==> src/rtl/bors_pkg.sv <==
// Package for the brown-out reset sequencer: register map, fields, timing constants.
// Assumes a 100 MHz system clock and an APB slave with 32-bit data.
package bors_pkg;
    // Register byte offsets
    localparam logic [7:0] ADDR_RST_CTRL = 8'h00;
    localparam logic [7:0] ADDR_OSC_CTRL = 8'h04;
    localparam logic [7:0] ADDR_CFG = 8'h08;
    localparam logic [7:0] ADDR_IRQ_STAT = 8'h0C;
    localparam logic [7:0] ADDR_IRQ_MASK = 8'h10;
    localparam logic [7:0] ADDR_POWER_UP_TIMER_CFG = 8'h14;
    // Field positions
    localparam int BIT_BOR_FLAG = 1;
    localparam int BIT_PLL_LOCK = 5;
    localparam int BIT_IRQ_BOR = 0;
    localparam int BIT_IRQ_RELEASE = 1;
    localparam int CFG_OSC_LSB = 0;
    localparam int CFG_POSC_LSB = 4;
    localparam int CFG_PLL_EN = 8;
    // Oscillator selection codes
    localparam logic [2:0] OSC_SEL_FRC = 3'h0;
    localparam logic [2:0] OSC_SEL_FRC_PLL = 3'h1;
    localparam logic [2:0] OSC_SEL_PRI = 3'h2;
    localparam logic [2:0] OSC_SEL_PRI_PLL = 3'h3;
    // Primary oscillator modes
    localparam logic [1:0] POSC_EC = 2'h0;
    localparam logic [1:0] POSC_XT = 2'h1;
    localparam logic [1:0] POSC_HS = 2'h2;
    localparam logic [1:0] POSC_OFF = 2'h3;
    // Reset values
    localparam logic [8:0] CFG_RESET = 9'h000;
    localparam logic [1:0] MASK_RESET = 2'h0;
    localparam logic POWER_UP_TIMER_EN_RESET = 1'b1;
    // Timing in microseconds and derived cycle counts at 100 MHz
    localparam int CLK_MHZ = 100;
    localparam int RESET_PULSE_CYCLES = 4;
    localparam int OST_CYCLES_DEFAULT = 1024;
    localparam int POWER_UP_TIMER_US = 64;
    localparam int POWER_UP_TIMER_CYCLES = POWER_UP_TIMER_US * CLK_MHZ;
    localparam int FSCM_US = 500;
    localparam int FSCM_CYCLES = FSCM_US * CLK_MHZ;
    localparam int CNT_W = 20;
    typedef enum logic [2:0] {
        BORS_RUN,
        BORS_PULSE,
        BORS_WAIT,
        BORS_HOLD
    } bors_state_t;
endpackage

==> src/rtl/bors_timer.sv <==
// Down-counting delay timer used for the start-up and power-up delays.
// Assumes the load value is held stable while start is pulsed.
`timescale 1ns/10ps
`default_nettype none
module bors_timer (
    input wire logic clk_sys_i, // System clock
    input wire logic resetn_i, // Async reset, active low
    input wire logic start_i, // Load pulse
    input wire logic [bors_pkg::CNT_W-1:0] load_i, // Cycles to count
    output logic done_o // High once the count has run out
);
    logic [bors_pkg::CNT_W-1:0] cnt_q;
    logic [bors_pkg::CNT_W-1:0] cnt_d;
    logic done_q;
    logic done_d;

    always_comb
    begin
        cnt_d = cnt_q;
        done_d = done_q;
        if (start_i)
        begin
            cnt_d = load_i;
            done_d = (load_i == '0);
        end
        else if (cnt_q > {{(bors_pkg::CNT_W-1){1'b0}}, 1'b1})
        begin
            cnt_d = cnt_q - {{(bors_pkg::CNT_W-1){1'b0}}, 1'b1};
        end
        else
        begin
            cnt_d = '0;
            done_d = 1'b1;
        end
    end

    always_ff @(posedge clk_sys_i or negedge resetn_i)
    begin
        if (!resetn_i)
        begin
            cnt_q <= '0;
            done_q <= 1'b1;
        end
        else
        begin
            cnt_q <= cnt_d;
            done_q <= done_d;
        end
    end

    assign done_o = done_q;
endmodule
`default_nettype wire

==> src/rtl/bors_top.sv <==
// Brown-out reset sequencer: reset pulse, clock source choice, clock hold and
// power-up delay after a brown-out, with sticky status and APB registers.
// Assumes the supply monitor input is already synchronous to clk_sys_i and the
// sequencer itself sits in an always-on domain not reset by its own output.
//
// The APB slave port and the register offsets were left to the implementer.
`timescale 1ns/10ps
`default_nettype none
module bors_top #(
    parameter int OST_CYCLES = bors_pkg::OST_CYCLES_DEFAULT, // Start-up timer length
    parameter int POWER_UP_TIMER_CYC = bors_pkg::POWER_UP_TIMER_CYCLES, // Power-up timeout length
    parameter int FSCM_CYC = bors_pkg::FSCM_CYCLES // Fail-safe start delay length
) (
    input wire logic clk_sys_i, // System clock, 100 MHz
    input wire logic resetn_i, // Async reset, active low
    input wire logic brownout_i, // Supply monitor brown-out level
    input wire logic pll_lock_i, // PLL lock from the clock generator
    input wire logic low_power_i, // Sleep or Idle in effect
    input wire logic psel_i, // APB select
    input wire logic penable_i, // APB enable
    input wire logic pwrite_i, // APB direction
    input wire logic [7:0] paddr_i, // APB byte address
    input wire logic [31:0] pwdata_i, // APB write data
    output logic [31:0] prdata_o, // APB read data
    output logic pready_o, // APB ready
    output logic pslverr_o, // APB error on unmapped address
    output logic device_reset_o, // Reset pulse to the device
    output logic int_reset_o, // Internal reset, held until delay done
    output logic clk_gate_o, // System clock enable
    output logic [2:0] clk_src_o, // Selected clock source
    output logic [1:0] posc_mode_o, // Selected primary oscillator mode
    output logic irq_o // Interrupt, level
);
    bors_pkg::bors_state_t st_q, st_d;
    logic [2:0] pulse_q, pulse_d;
    logic bor_flag_q, bor_flag_d;
    logic [8:0] cfg_q, cfg_d;
    logic power_up_timer_en_q, power_up_timer_en_d;
    logic [1:0] stat_q, stat_d;
    logic [1:0] mask_q, mask_d;
    logic [2:0] src_q, src_d;
    logic [1:0] mode_q, mode_d;
    logic dev_rst_q, dev_rst_d;
    logic int_rst_q, int_rst_d;
    logic gate_q, gate_d;
    logic ost_start, pwr_start;
    logic [bors_pkg::CNT_W-1:0] ost_load, pwr_load;
    logic ost_done, pwr_done;
    logic [31:0] rdata_q, rdata_d;
    logic ready_q, ready_d;
    logic err_q, err_d;
    logic irq_q, irq_d;
    logic bor_prev_q;
    logic bor_rise;
    logic wr_en;
    logic rd_en;

    function automatic logic is_osc(input logic [2:0] sel, input logic [1:0] mode);
        is_osc = (sel == bors_pkg::OSC_SEL_PRI || sel == bors_pkg::OSC_SEL_PRI_PLL)
            && mode != bors_pkg::POSC_OFF;
    endfunction

    function automatic logic is_pll(input logic [2:0] sel);
        is_pll = (sel == bors_pkg::OSC_SEL_FRC_PLL || sel == bors_pkg::OSC_SEL_PRI_PLL);
    endfunction

    function automatic logic is_xtal(input logic [2:0] sel, input logic [1:0] mode);
        is_xtal = is_osc(sel, mode) && (mode == bors_pkg::POSC_XT || mode == bors_pkg::POSC_HS);
    endfunction

    function automatic logic is_mapped(input logic [7:0] a);
        is_mapped = a == bors_pkg::ADDR_RST_CTRL || a == bors_pkg::ADDR_OSC_CTRL
            || a == bors_pkg::ADDR_CFG || a == bors_pkg::ADDR_IRQ_STAT
            || a == bors_pkg::ADDR_IRQ_MASK || a == bors_pkg::ADDR_POWER_UP_TIMER_CFG;
    endfunction

    // Monitor is sampled regardless of low-power state
    assign bor_rise = brownout_i && !bor_prev_q;
    // Write lands at the access edge, the one at which pready is high
    assign wr_en = psel_i && penable_i && pwrite_i && ready_q && is_mapped(paddr_i);
    assign rd_en = psel_i && !penable_i && !pwrite_i;

    // Start-up timer loads at the end of the reset pulse
    assign ost_start = (st_q == bors_pkg::BORS_PULSE) && (pulse_q == 3'h0)
        && is_osc(src_q, mode_q);
    assign ost_load = OST_CYCLES[bors_pkg::CNT_W-1:0];
    assign pwr_start = (st_q == bors_pkg::BORS_PULSE) && (pulse_q == 3'h0);
    // Zero power-up timeout with crystal swaps in the fail-safe delay
    always_comb
    begin
        if (power_up_timer_en_q)
            pwr_load = POWER_UP_TIMER_CYC[bors_pkg::CNT_W-1:0];
        else if (is_xtal(src_q, mode_q))
            pwr_load = FSCM_CYC[bors_pkg::CNT_W-1:0];
        else
            pwr_load = '0;
    end

    bors_timer u_ost (
        .clk_sys_i(clk_sys_i),
        .resetn_i(resetn_i),
        .start_i(ost_start),
        .load_i(ost_load),
        .done_o(ost_done)
    );

    bors_timer u_pwr (
        .clk_sys_i(clk_sys_i),
        .resetn_i(resetn_i),
        .start_i(pwr_start),
        .load_i(pwr_load),
        .done_o(pwr_done)
    );

    // Sequencer
    always_comb
    begin
        st_d = st_q;
        pulse_d = pulse_q;
        src_d = src_q;
        mode_d = mode_q;
        dev_rst_d = 1'b0;
        int_rst_d = int_rst_q;
        gate_d = gate_q;
        // A new brown-out restarts the sequence from any state
        if (bor_rise)
        begin
            st_d = bors_pkg::BORS_PULSE;
            pulse_d = bors_pkg::RESET_PULSE_CYCLES[2:0] - 3'h1;
            src_d = cfg_q[bors_pkg::CFG_OSC_LSB +: 3];
            mode_d = cfg_q[bors_pkg::CFG_POSC_LSB +: 2];
            dev_rst_d = 1'b1;
            int_rst_d = 1'b1;
            gate_d = 1'b0;
        end
        else
        begin
            unique case (st_q)
                bors_pkg::BORS_RUN:
                begin
                    int_rst_d = 1'b0;
                end
                bors_pkg::BORS_PULSE:
                begin
                    dev_rst_d = (pulse_q != 3'h0);
                    if (pulse_q == 3'h0)
                        st_d = bors_pkg::BORS_WAIT;
                    else
                        pulse_d = pulse_q - 3'h1;
                end
                bors_pkg::BORS_WAIT:
                begin
                    // Clock stays gated until oscillator ready and PLL locked
                    if (ost_done && (!is_pll(src_q) || pll_lock_i))
                    begin
                        gate_d = 1'b1;
                        st_d = bors_pkg::BORS_HOLD;
                    end
                end
                bors_pkg::BORS_HOLD:
                begin
                    // Gate the clock again and go back to waiting if lock drops before release
                    if (is_pll(src_q) && !pll_lock_i)
                    begin
                        gate_d = 1'b0;
                        st_d = bors_pkg::BORS_WAIT;
                    end
                    else if (pwr_done)
                    begin
                        int_rst_d = 1'b0;
                        st_d = bors_pkg::BORS_RUN;
                    end
                end
            endcase
        end
    end

    // Registers and sticky flags
    always_comb
    begin
        cfg_d = cfg_q;
        power_up_timer_en_d = power_up_timer_en_q;
        mask_d = mask_q;
        bor_flag_d = bor_flag_q;
        stat_d = stat_q;
        if (wr_en && paddr_i == bors_pkg::ADDR_RST_CTRL && !pwdata_i[bors_pkg::BIT_BOR_FLAG])
            bor_flag_d = 1'b0;
        if (wr_en && paddr_i == bors_pkg::ADDR_CFG)
            cfg_d = pwdata_i[8:0];
        if (wr_en && paddr_i == bors_pkg::ADDR_POWER_UP_TIMER_CFG)
            power_up_timer_en_d = pwdata_i[0];
        if (wr_en && paddr_i == bors_pkg::ADDR_IRQ_MASK)
            mask_d = pwdata_i[1:0];
        if (wr_en && paddr_i == bors_pkg::ADDR_IRQ_STAT)
            stat_d = stat_q & ~pwdata_i[1:0];
        // Set wins over a same-cycle clear
        if (bor_rise)
        begin
            bor_flag_d = 1'b1;
            stat_d[bors_pkg::BIT_IRQ_BOR] = 1'b1;
        end
        if (st_q == bors_pkg::BORS_HOLD && st_d == bors_pkg::BORS_RUN)
            stat_d[bors_pkg::BIT_IRQ_RELEASE] = 1'b1;
        irq_d = |(stat_d & mask_d);
    end

    // APB answers with zero wait states: ready in the access cycle
    always_comb
    begin
        rdata_d = '0;
        ready_d = psel_i && !penable_i;
        err_d = psel_i && !penable_i && !is_mapped(paddr_i);
        if (rd_en)
        begin
            unique case (paddr_i)
                bors_pkg::ADDR_RST_CTRL:
                    rdata_d[bors_pkg::BIT_BOR_FLAG] = bor_flag_q;
                bors_pkg::ADDR_OSC_CTRL:
                begin
                    rdata_d[bors_pkg::BIT_PLL_LOCK] = pll_lock_i;
                    rdata_d[2:0] = src_q;
                end
                bors_pkg::ADDR_CFG:
                    rdata_d[8:0] = cfg_q;
                bors_pkg::ADDR_IRQ_STAT:
                    rdata_d[1:0] = stat_q;
                bors_pkg::ADDR_IRQ_MASK:
                    rdata_d[1:0] = mask_q;
                bors_pkg::ADDR_POWER_UP_TIMER_CFG:
                    rdata_d[0] = power_up_timer_en_q;
                default:
                    rdata_d = '0;
            endcase
        end
    end

    // Flag is in the always-on domain so it survives the device reset
    always_ff @(posedge clk_sys_i or negedge resetn_i)
    begin
        if (!resetn_i)
        begin
            st_q <= bors_pkg::BORS_RUN;
            pulse_q <= 3'h0;
            src_q <= 3'h0;
            mode_q <= 2'h0;
            dev_rst_q <= 1'b0;
            int_rst_q <= 1'b0;
            gate_q <= 1'b1;
            bor_prev_q <= 1'b0;
            bor_flag_q <= 1'b0;
            cfg_q <= bors_pkg::CFG_RESET;
            power_up_timer_en_q <= bors_pkg::POWER_UP_TIMER_EN_RESET;
            stat_q <= 2'h0;
            mask_q <= bors_pkg::MASK_RESET;
            irq_q <= 1'b0;
            rdata_q <= 32'h0000_0000;
            ready_q <= 1'b0;
            err_q <= 1'b0;
        end
        else
        begin
            st_q <= st_d;
            pulse_q <= pulse_d;
            src_q <= src_d;
            mode_q <= mode_d;
            dev_rst_q <= dev_rst_d;
            int_rst_q <= int_rst_d;
            gate_q <= gate_d;
            bor_prev_q <= brownout_i;
            bor_flag_q <= bor_flag_d;
            cfg_q <= cfg_d;
            power_up_timer_en_q <= power_up_timer_en_d;
            stat_q <= stat_d;
            mask_q <= mask_d;
            irq_q <= irq_d;
            rdata_q <= rdata_d;
            ready_q <= ready_d;
            err_q <= err_d;
        end
    end

    assign prdata_o = rdata_q;
    assign pready_o = ready_q;
    assign pslverr_o = err_q;
    assign device_reset_o = dev_rst_q;
    assign int_reset_o = int_rst_q;
    assign clk_gate_o = gate_q;
    assign clk_src_o = src_q;
    assign posc_mode_o = mode_q;
    assign irq_o = irq_q;
endmodule
`default_nettype wire

==> config.mk <==
export PLATFORM = sky130hd
export DESIGN_NAME = bors_top
export DESIGN_NICKNAME = d
export VERILOG_FILES = /design/src/rtl/bors_pkg.sv /design/src/rtl/bors_timer.sv /design/src/rtl/bors_top.sv
export SDC_FILE = /design/constraint.sdc
export NUM_CORES = 1
export LEC_CHECK = 0
export ABC_AREA = 1
export BUFFER_PORTS_ARGS = -buffer_cell sky130_fd_sc_hd__buf_4
export CAP_MARGIN = 20
export CORE_MARGIN = 2
export CORE_UTILIZATION = 51
export CTS_CLUSTER_DIAMETER = 50
export DETAILED_ROUTE_END_ITERATION = 8
export PLACE_DENSITY_LB_ADDON = 0.2
export SLEW_MARGIN = 40
export SYNTH_ARGS = -nofsm -noshare
export SYNTH_HDL_FRONTEND = slang
export SYNTH_HIERARCHICAL = 1
export SYNTH_SLANG_ARGS = --single-unit
==> constraint.sdc <==
create_clock -name clk_sys_i -period 1.9 [get_ports clk_sys_i]
set_clock_uncertainty 0.2 [all_clocks]
set_input_delay 0.38 -clock clk_sys_i [delete_from_list [all_inputs] [get_ports clk_sys_i]]
set_output_delay 0.38 -clock clk_sys_i [all_outputs]
set_load 0.01 [all_outputs]
==> qor.yml, run 1 <==
status: "finished, final reports clean"
post-route-period-util_pct: 96.49
io-pin-count: 91
cts.sink_count: 84
vias: 4419
row_count: 36
ys_ff_latch: 84
cp.arrival_ns: 1.93
die_area_mm2: 0.01067
cp-end-kind: "flop"
totalPowerFinal_mw: 5.572
vdd_drop_max_uv: 508.8
min_period_ns: 1.833
clk_pin_slew_ns: 0.09
clk-insertion-delay-late_ns: 0.37
r2r_setup_slack_ns: 0.08
drt_iter0_drc: 179
seq_area_mm2: 0.002107
fin_area_mm2: 0.006225
post_dp_cell_area_mm2: 0.005796
area_delta_synth_final_pct: 23.82
antenna_cells: 0
maxSlewViolCount: 0
cp.depth: 12
coreArea_mm2: 0.009684
place_inst: 929
grt_overflow_total: 0
multiInputGateArea_mm2: 0.002854
grtUsageTotal_pct: 21.48
cp_slowest_stage_delay_ns: 0.53
nets: 876
htree_levels: 3
gp_congestion: 0.9052
max-cap-violations: 0
start_util_pct: 51.91
drt_first_pass_iters: 4
synth_warnings: 6
fillers: 864
vias_per_cell: 4.608
max_freq_mhz: 545.5
fin_cells: 959
cp-start-kind: "input pin"
dp_slack_ns: -0.02844
root_buffer: "clkbuf_8"
drive_above_1_share_pct: 21.19
worstSetupEndpoint: "irq_o"
r2r-start: "st_q[2]"
dp_hpwl_um: 7829
rr_worst_depth: 9
cellLeakagePower_nw: 3.041
drc: 0
crit_top_cell: "nand2_1"
p_per_area_mw_per_mm2: 895.1
setup_viol: 0
wl_um: 10940
rsz0062_at_grt: "true"
grt_pass1_wl_um: 18130
seq_area_frac_synth_pct: 41.91
critical_path_class: "in2reg"
cts_buffer_depth: 2
grt_pass1_vias: 4147
die_y_um: 103.3
routedWlPerCell_um: 11.41
mappedNetlistArea_mm2: 0.005027
worst_ep_required_time_ns: 2.00
crit_family: "buffers and inverters"
yosys.cell_types.count: 33
worstSetupStartpoint: "brownout_i"
grt_antenna_before_repair: 0
detail-route-antenna-nets: 0
cts_tree: "done"
cts_made_buffers: 9
grt_max_degree: 38
cpMaxStageDelayCell: "dlygate4sd3_1"
regToRegEndpoint: "u_ost/cnt_q[10]"
min_path_type: "in2reg"
synth_cells: 678
hold_slack_ns: 0.05396
syn_area_per_cell_um2: 7.415
timing.critical_path.buf_inv: 4
portBuffers: 43
fin_ws_ns: 0.06673
path_max_fanout: 5
path_cells: "dlygate4sd3_1, buf_4, inv_1, nor2_1, buf_4, nor2_2, nand2_1, nor2_2, nand3_2, nand3_2, nand2_1, nand2_1"
die_w_um: 103.3
hold_viol_final: 0
## sequential cells by signal (all words and copies together) (netlist names), 3 cells and up
signal and count:
st_q 3, pulse_q 3, cfg_q 9, clk_src_o 3, prdata_o 9, u_ost/cnt_q 20, u_pwr/cnt_q 20
## worst min-delay path, delay by kind of cell
family          cells  cell delay, ns
compound gates      1            0.05
buf+inv             2            0.16
## synth_stat cells, drive strengths merged
master  count  area [um^2]
a21oi      14        92.59
nor3b       2        15.01
clkbuf      5        18.77
nor4        1        6.260
xnor2      10        87.58
nand4      11        68.82
nand3      31        185.2
nor3        5        25.02
xor2       10        87.58
o31ai       1        7.510
dfrtp      80         2002
conb        2        7.510
o21ai      50        280.3
nand2     231        912.1
inv        69        259.0
ha          7        87.58
buf        26        206.5
clkinv      1        5.000
dfstp       4        105.1
nor2      114        540.5
nand3b      2        15.01
a31oi       2        12.51
## layout make-up
class	count	share of cell area, %
inverters	70	4.241
well taps	133	2.673
flip-flops and latches	84	33.85
clock inverters	6	1.508
multi-input cells	579	45.85
repair buffers	77	9.668
clock buffers	10	2.211
## placed cells by master (no fill, tap or decap), types with 5 or more instances in the layout
cell      count
nor3_1        5
o21ai_0      37
clkbuf_8     10
nand4_1      11
nor2_2       16
xnor2_1      10
nand2_1     215
inv_1        57
nor2_1       85
nand3_1      25
nor2_4       13
buf_4        72
ha_1          6
nand2_2      14
a21oi_1       8
o21ai_1       5
dfrtp_1      80
o21ai_2       8
conb_1       87
xor2_1       10
inv_2        12
## layer usage
| layer | routed length, um | vias to the layer above | global-route usage, % |
|---|---|---|---|
| li1 | - | 2298 | - |
| met1 | 5057 | 2038 | 28.23 |
| met2 | 5362 | 73 | 36.66 |
| met3 | 401 | 10 | 3.360 |
| met4 | 121 | 0 | 6.680 |
| met5 | 0 | - | 0 |
## report_power, final
part           switching [mW]  internal (mW)  leakage, nW
clock network           0.692          0.788        0.113
registers               0.324           2.15        0.983
logic                   0.952          0.668         1.94
## per-stage QoR
step	setup TNS (ns)	utilization (%)
5_1_grt	-0.1283	64.28
2_1_floorplan	0	-
3_5_place_dp	-0.06762	59.85
6_report	0	64.28
3_3_place_gp	0	59.85
4_1_cts	0	62.61
## kinds of logic after synthesis
logic type / after synthesis / share of synthesized area [%]
simple gates: 397 / 35.17
flops: 84 / 41.91
other cells: 2 / 0.1494
buf+inv: 101 / 9.731
xor+xnor: 20 / 3.484
compound gates: 67 / 7.815
fa+ha+maj: 7 / 1.742
## how the worst min path moves through the flow
| stage | start | end | slack [ns] | cells after the start |
|---|---|---|---|---|
| after floorplan | resetn_i | bor_flag_q | -0.12 | 0 |
| after global placement | resetn_i | u_pwr/cnt_q[3] | 0.13 | 1 |
| after detailed placement | resetn_i | u_ost/cnt_q[5] | 0.14 | 1 |
| after CTS | pwdata_i[3] | cfg_q[3] | 0.04 | 3 |
| after global routing | pwdata_i[3] | cfg_q[3] | 0.05 | 3 |
| final | pwdata_i[3] | cfg_q[3] | 0.05 | 3 |
## timing repair
| action | in CTS | in global routing |
|---|---|---|
| setup endpoints to repair | 4 | 27 |
| hold endpoints to repair | 26 | 0 |
| hold buffers | 3 | 0 |
| gates resized for setup | 2 | 22 |
| setup buffers | 0 | 10 |
| gates cloned | 0 | 1 |
| pin swaps | 0 | 6 |
Power figures use the tool's default switching activity.
==> inputs of run 2 (changes only) <==
--- a/config.mk
+++ b/config.mk
@@ -8,11 +8,11 @@
 export ABC_AREA = 1
 export BUFFER_PORTS_ARGS = -buffer_cell sky130_fd_sc_hd__buf_4
 export CAP_MARGIN = 20
-export CORE_MARGIN = 2
+export CORE_MARGIN = 5
 export CORE_UTILIZATION = 51
 export CTS_CLUSTER_DIAMETER = 50
 export DETAILED_ROUTE_END_ITERATION = 8
-export PLACE_DENSITY_LB_ADDON = 0.2
+export PLACE_DENSITY = 0.8
 export SLEW_MARGIN = 40
 export SYNTH_ARGS = -nofsm -noshare
 export SYNTH_HDL_FRONTEND = slang
==> run 2 against run 1 <==
Against the previous run:
- combinational power up 3%
- critical path depth down 2
- routed wire length increased by 4.4%
- global-route usage fell by 1.3 points
- sequential share of layout area about the same
- clock power up 9%
- non-clock buffer count is 3 lower
- via count up 0.52%
- first-iteration DRC count increased by 30%
- worst hold slack improved by 0.0016 ns
- core utilization grew 0.17 points
- critical path type is now reg2reg
==> qor.yml, run 2 (synthesis gave the netlist of run 1 again) <==
min_period_ns: 1.881  # was 1.833 ns
clk_pin_slew_ns: 0.09  # about the same
grt_pass1_vias: 4406  # was 4147
routedWlPerCell_um: 11.95  # was 11.41 um
die_y_um: 109.3  # was 103.3 um
fillers: 798  # was 864
cp.arrival_ns: 1.99  # was 1.93 ns
start_util_pct: 51.91  # unchanged
p_clk_share_pct: 28.0  # was 26.6%
grt_max_degree: 31  # was 38
portBuffers: 43  # unchanged
grt_overflow_total: 0  # unchanged
cp_slowest_stage_delay_ns: 0.38  # was 0.53 ns
reg.largest.list: "u_ost/cnt_q: 20 flops, u_pwr/cnt_q: 20 flops"  # unchanged
setup_viol: 0  # unchanged
vias_per_cell: 4.646  # was 4.608
detail-route-antenna-nets: 0  # unchanged
fin_cells: 956  # was 959
io-pin-count: 91  # unchanged
row_count: 36  # unchanged
vdd_drop_max_uv: 511.7  # was 508.8 uV
r2r_setup_slack_ns: 0.02  # was 0.08 ns
hold_depth: 3  # unchanged
htree_levels: 3  # unchanged
vias: 4442  # was 4419
dp_hpwl_um: 8195  # was 7829 um
maxSlewViolCount: 0  # unchanged
mostFrequentLayoutCells: "nand2_1, conb_1, nor2_1, dfrtp_1, buf_4"  # unchanged
cts_buffer_depth: 2  # unchanged
dp_slack_ns: -0.06054  # was -0.02844 ns
path_cells: "inv_2, ha_4, nand2_4, nor2_4, inv_2, nor4_4, buf_4, buf_4, nand2_1, nand2_1"  # was dlygate4sd3_1, buf_4, inv_1, nor2_1, buf_4, nor2_2, nand2_1, nor2_2, nand3_2, nand3_2, nand2_1, nand2_1
crit_family: "simple AND/OR/NAND/NOR gates"  # was buffers and inverters
path_max_fanout: 6  # was 5
p_int_mw: 3.764  # was 3.603 mW
die_area_mm2: 0.01194  # was 0.01067 mm^2
gp_congestion: 0.9184  # was 0.9052
cp-end-kind: "flop"  # unchanged
regToRegEndpoint: "u_ost/cnt_q[10]"  # unchanged
cts_made_buffers: 9  # unchanged
cp-start-kind: "flop"  # was input pin
drt_first_pass_iters: 5  # was 4
netSwitchingFraction_pct: 34.48  # was 35.33%
grt_antenna_before_repair: 0  # unchanged
cpMaxStageDelayCell: "dfrtp_1"  # was dlygate4sd3_1
clk-insertion-delay-late_ns: 0.36  # was 0.37 ns
finalSetupTns_ns: 0  # unchanged
root_buffer: "clkbuf_8"  # unchanged
cts_tree: "done"  # unchanged
grtUsageTotal_pct: 20.14  # was 21.48%
die_w_um: 109.3  # was 103.3 um
coreArea_mm2: 0.009684  # unchanged
hp-start: "pwdata_i[4]"  # was pwdata_i[3]
drc: 0  # unchanged
r2r-start: "pulse_q[0]"  # was st_q[2]
area_delta_synth_final_pct: 24.14  # was 23.82%
min_path_type: "in2reg"  # unchanged
hold_viol_final: 0  # unchanged
place_inst: 930  # was 929
max-cap-violations: 0  # unchanged
nets: 873  # was 876
worst_ep_required_time_ns: 2.01  # was 2.00 ns
fin_ws_ns: 0.01947  # was 0.06673 ns
mostFrequentLayoutCell: "nand2_1"  # unchanged
grt_pass1_wl_um: 19140  # was 18130 um
cellLeakagePower_nw: 3.039  # was 3.041 nW
antenna_cells: 0  # unchanged
wl_um: 11430  # was 10940 um
p_per_area_mw_per_mm2: 920.3  # was 895.1 mW/mm^2
switching_power_mw: 1.980  # was 1.969 mW
critical_path_class: "reg2reg"  # was in2reg
timing.critical_path.buf_inv: 4  # unchanged
post-route-period-util_pct: 98.98  # was 96.49%
cts.sink_count: 84  # unchanged
rr_worst_depth: 10  # was 9
max_freq_mhz: 531.8  # was 545.5 MHz
sequentialPowerShare_pct: 42.9  # was 44.4%
drive_above_1_share_pct: 21.26  # was 21.19%
rsz0062_at_grt: "true"  # unchanged
status: "finished, final reports clean"  # unchanged
combPwrFrac_pct: 29.0  # was 29.1%
drt_iter0_drc: 232  # was 179
min_to: "cfg_q[4]"  # was cfg_q[3]
run 2: changes by cell type in the layout (fill, tap and decap cells not counted), sizes merged:
cell / delta
inv: -2
clkinv: +1
clkinvlp: -1
clkbuf: +1
buf: -3
bufinv: +1
run 2: worst max path at each step:
stage | startpoint | end | slack, ns | depth (start not counted)
after CTS | pulse_q[0] | u_ost/cnt_q[0] | -0.008 | 9
after floorplan | posc_mode_o[0] | u_pwr/done_o | 0.03 | 11
final | pulse_q[0] | u_ost/cnt_q[10] | 0.02 | 10
after detailed placement | posc_mode_o[0] | u_pwr/done_o | -0.06 | 11
after global placement | paddr_i[7] | cfg_q[4] | 0.02 | 9
after global routing | st_q[0] | u_ost/cnt_q[10] | -0.07 | 10
run 2: final cells by class:
cell class	instances	area [um^2]	share of cell area [%]
multi-input combinational	579	2867	45.93
sequential	84	2110	33.80
clock buffer	11	151.4	2.426
inverter	70	264.0	4.230
clock inverter	5	107.6	1.724
timing repair buffer	74	575.6	9.222
tap	133	166.4	2.666
run 2: tightest hold or removal path: stages:
cell and delay [ns]:
buf_4 0.08, nor2_1 0.04, a21oi_2 0.08
run 2: layer usage:
layer	track usage, %	share of wire, %	up-vias
met2	34.08	50	109
li1	-	-	2290
met1	24.65	43	2025
met5	0	0	-
met3	4.914	5.8	18
met4	8.192	1.9	0
run 2: per-stage QoR:
step	util [%]	hold WS, ns	total power, mW	instance area, um^2
floorplan	-	-0.1156	3.567	5361
global placement	59.92	0.1266	3.913	5803
detailed placement	59.92	0.1310	3.989	5803
CTS	62.93	0.04208	5.632	6095
global route	64.44	0.05346	6.109	6241
finish	64.44	0.05552	5.744	6241
run 2: power groups by stage:
stage / combinational, mW / sequential, mW / clock (mW)
after CTS: 1.54 / 2.45 / 1.64
after floorplan: 1.13 / 2.44 / 0
final: 1.67 / 2.47 / 1.61
after detailed placement: 1.51 / 2.48 / 0
after global placement: 1.44 / 2.47 / 0
after global routing: 1.89 / 2.51 / 1.72
run 2: what timing repair did:
item	CTS	global route
gates resized for setup	1	29
pin swaps	1	10
hold buffers	3	0
setup buffers	0	7
setup endpoints to repair	4	36
gates cloned	0	1
endpoints found under the hold margin	25	0
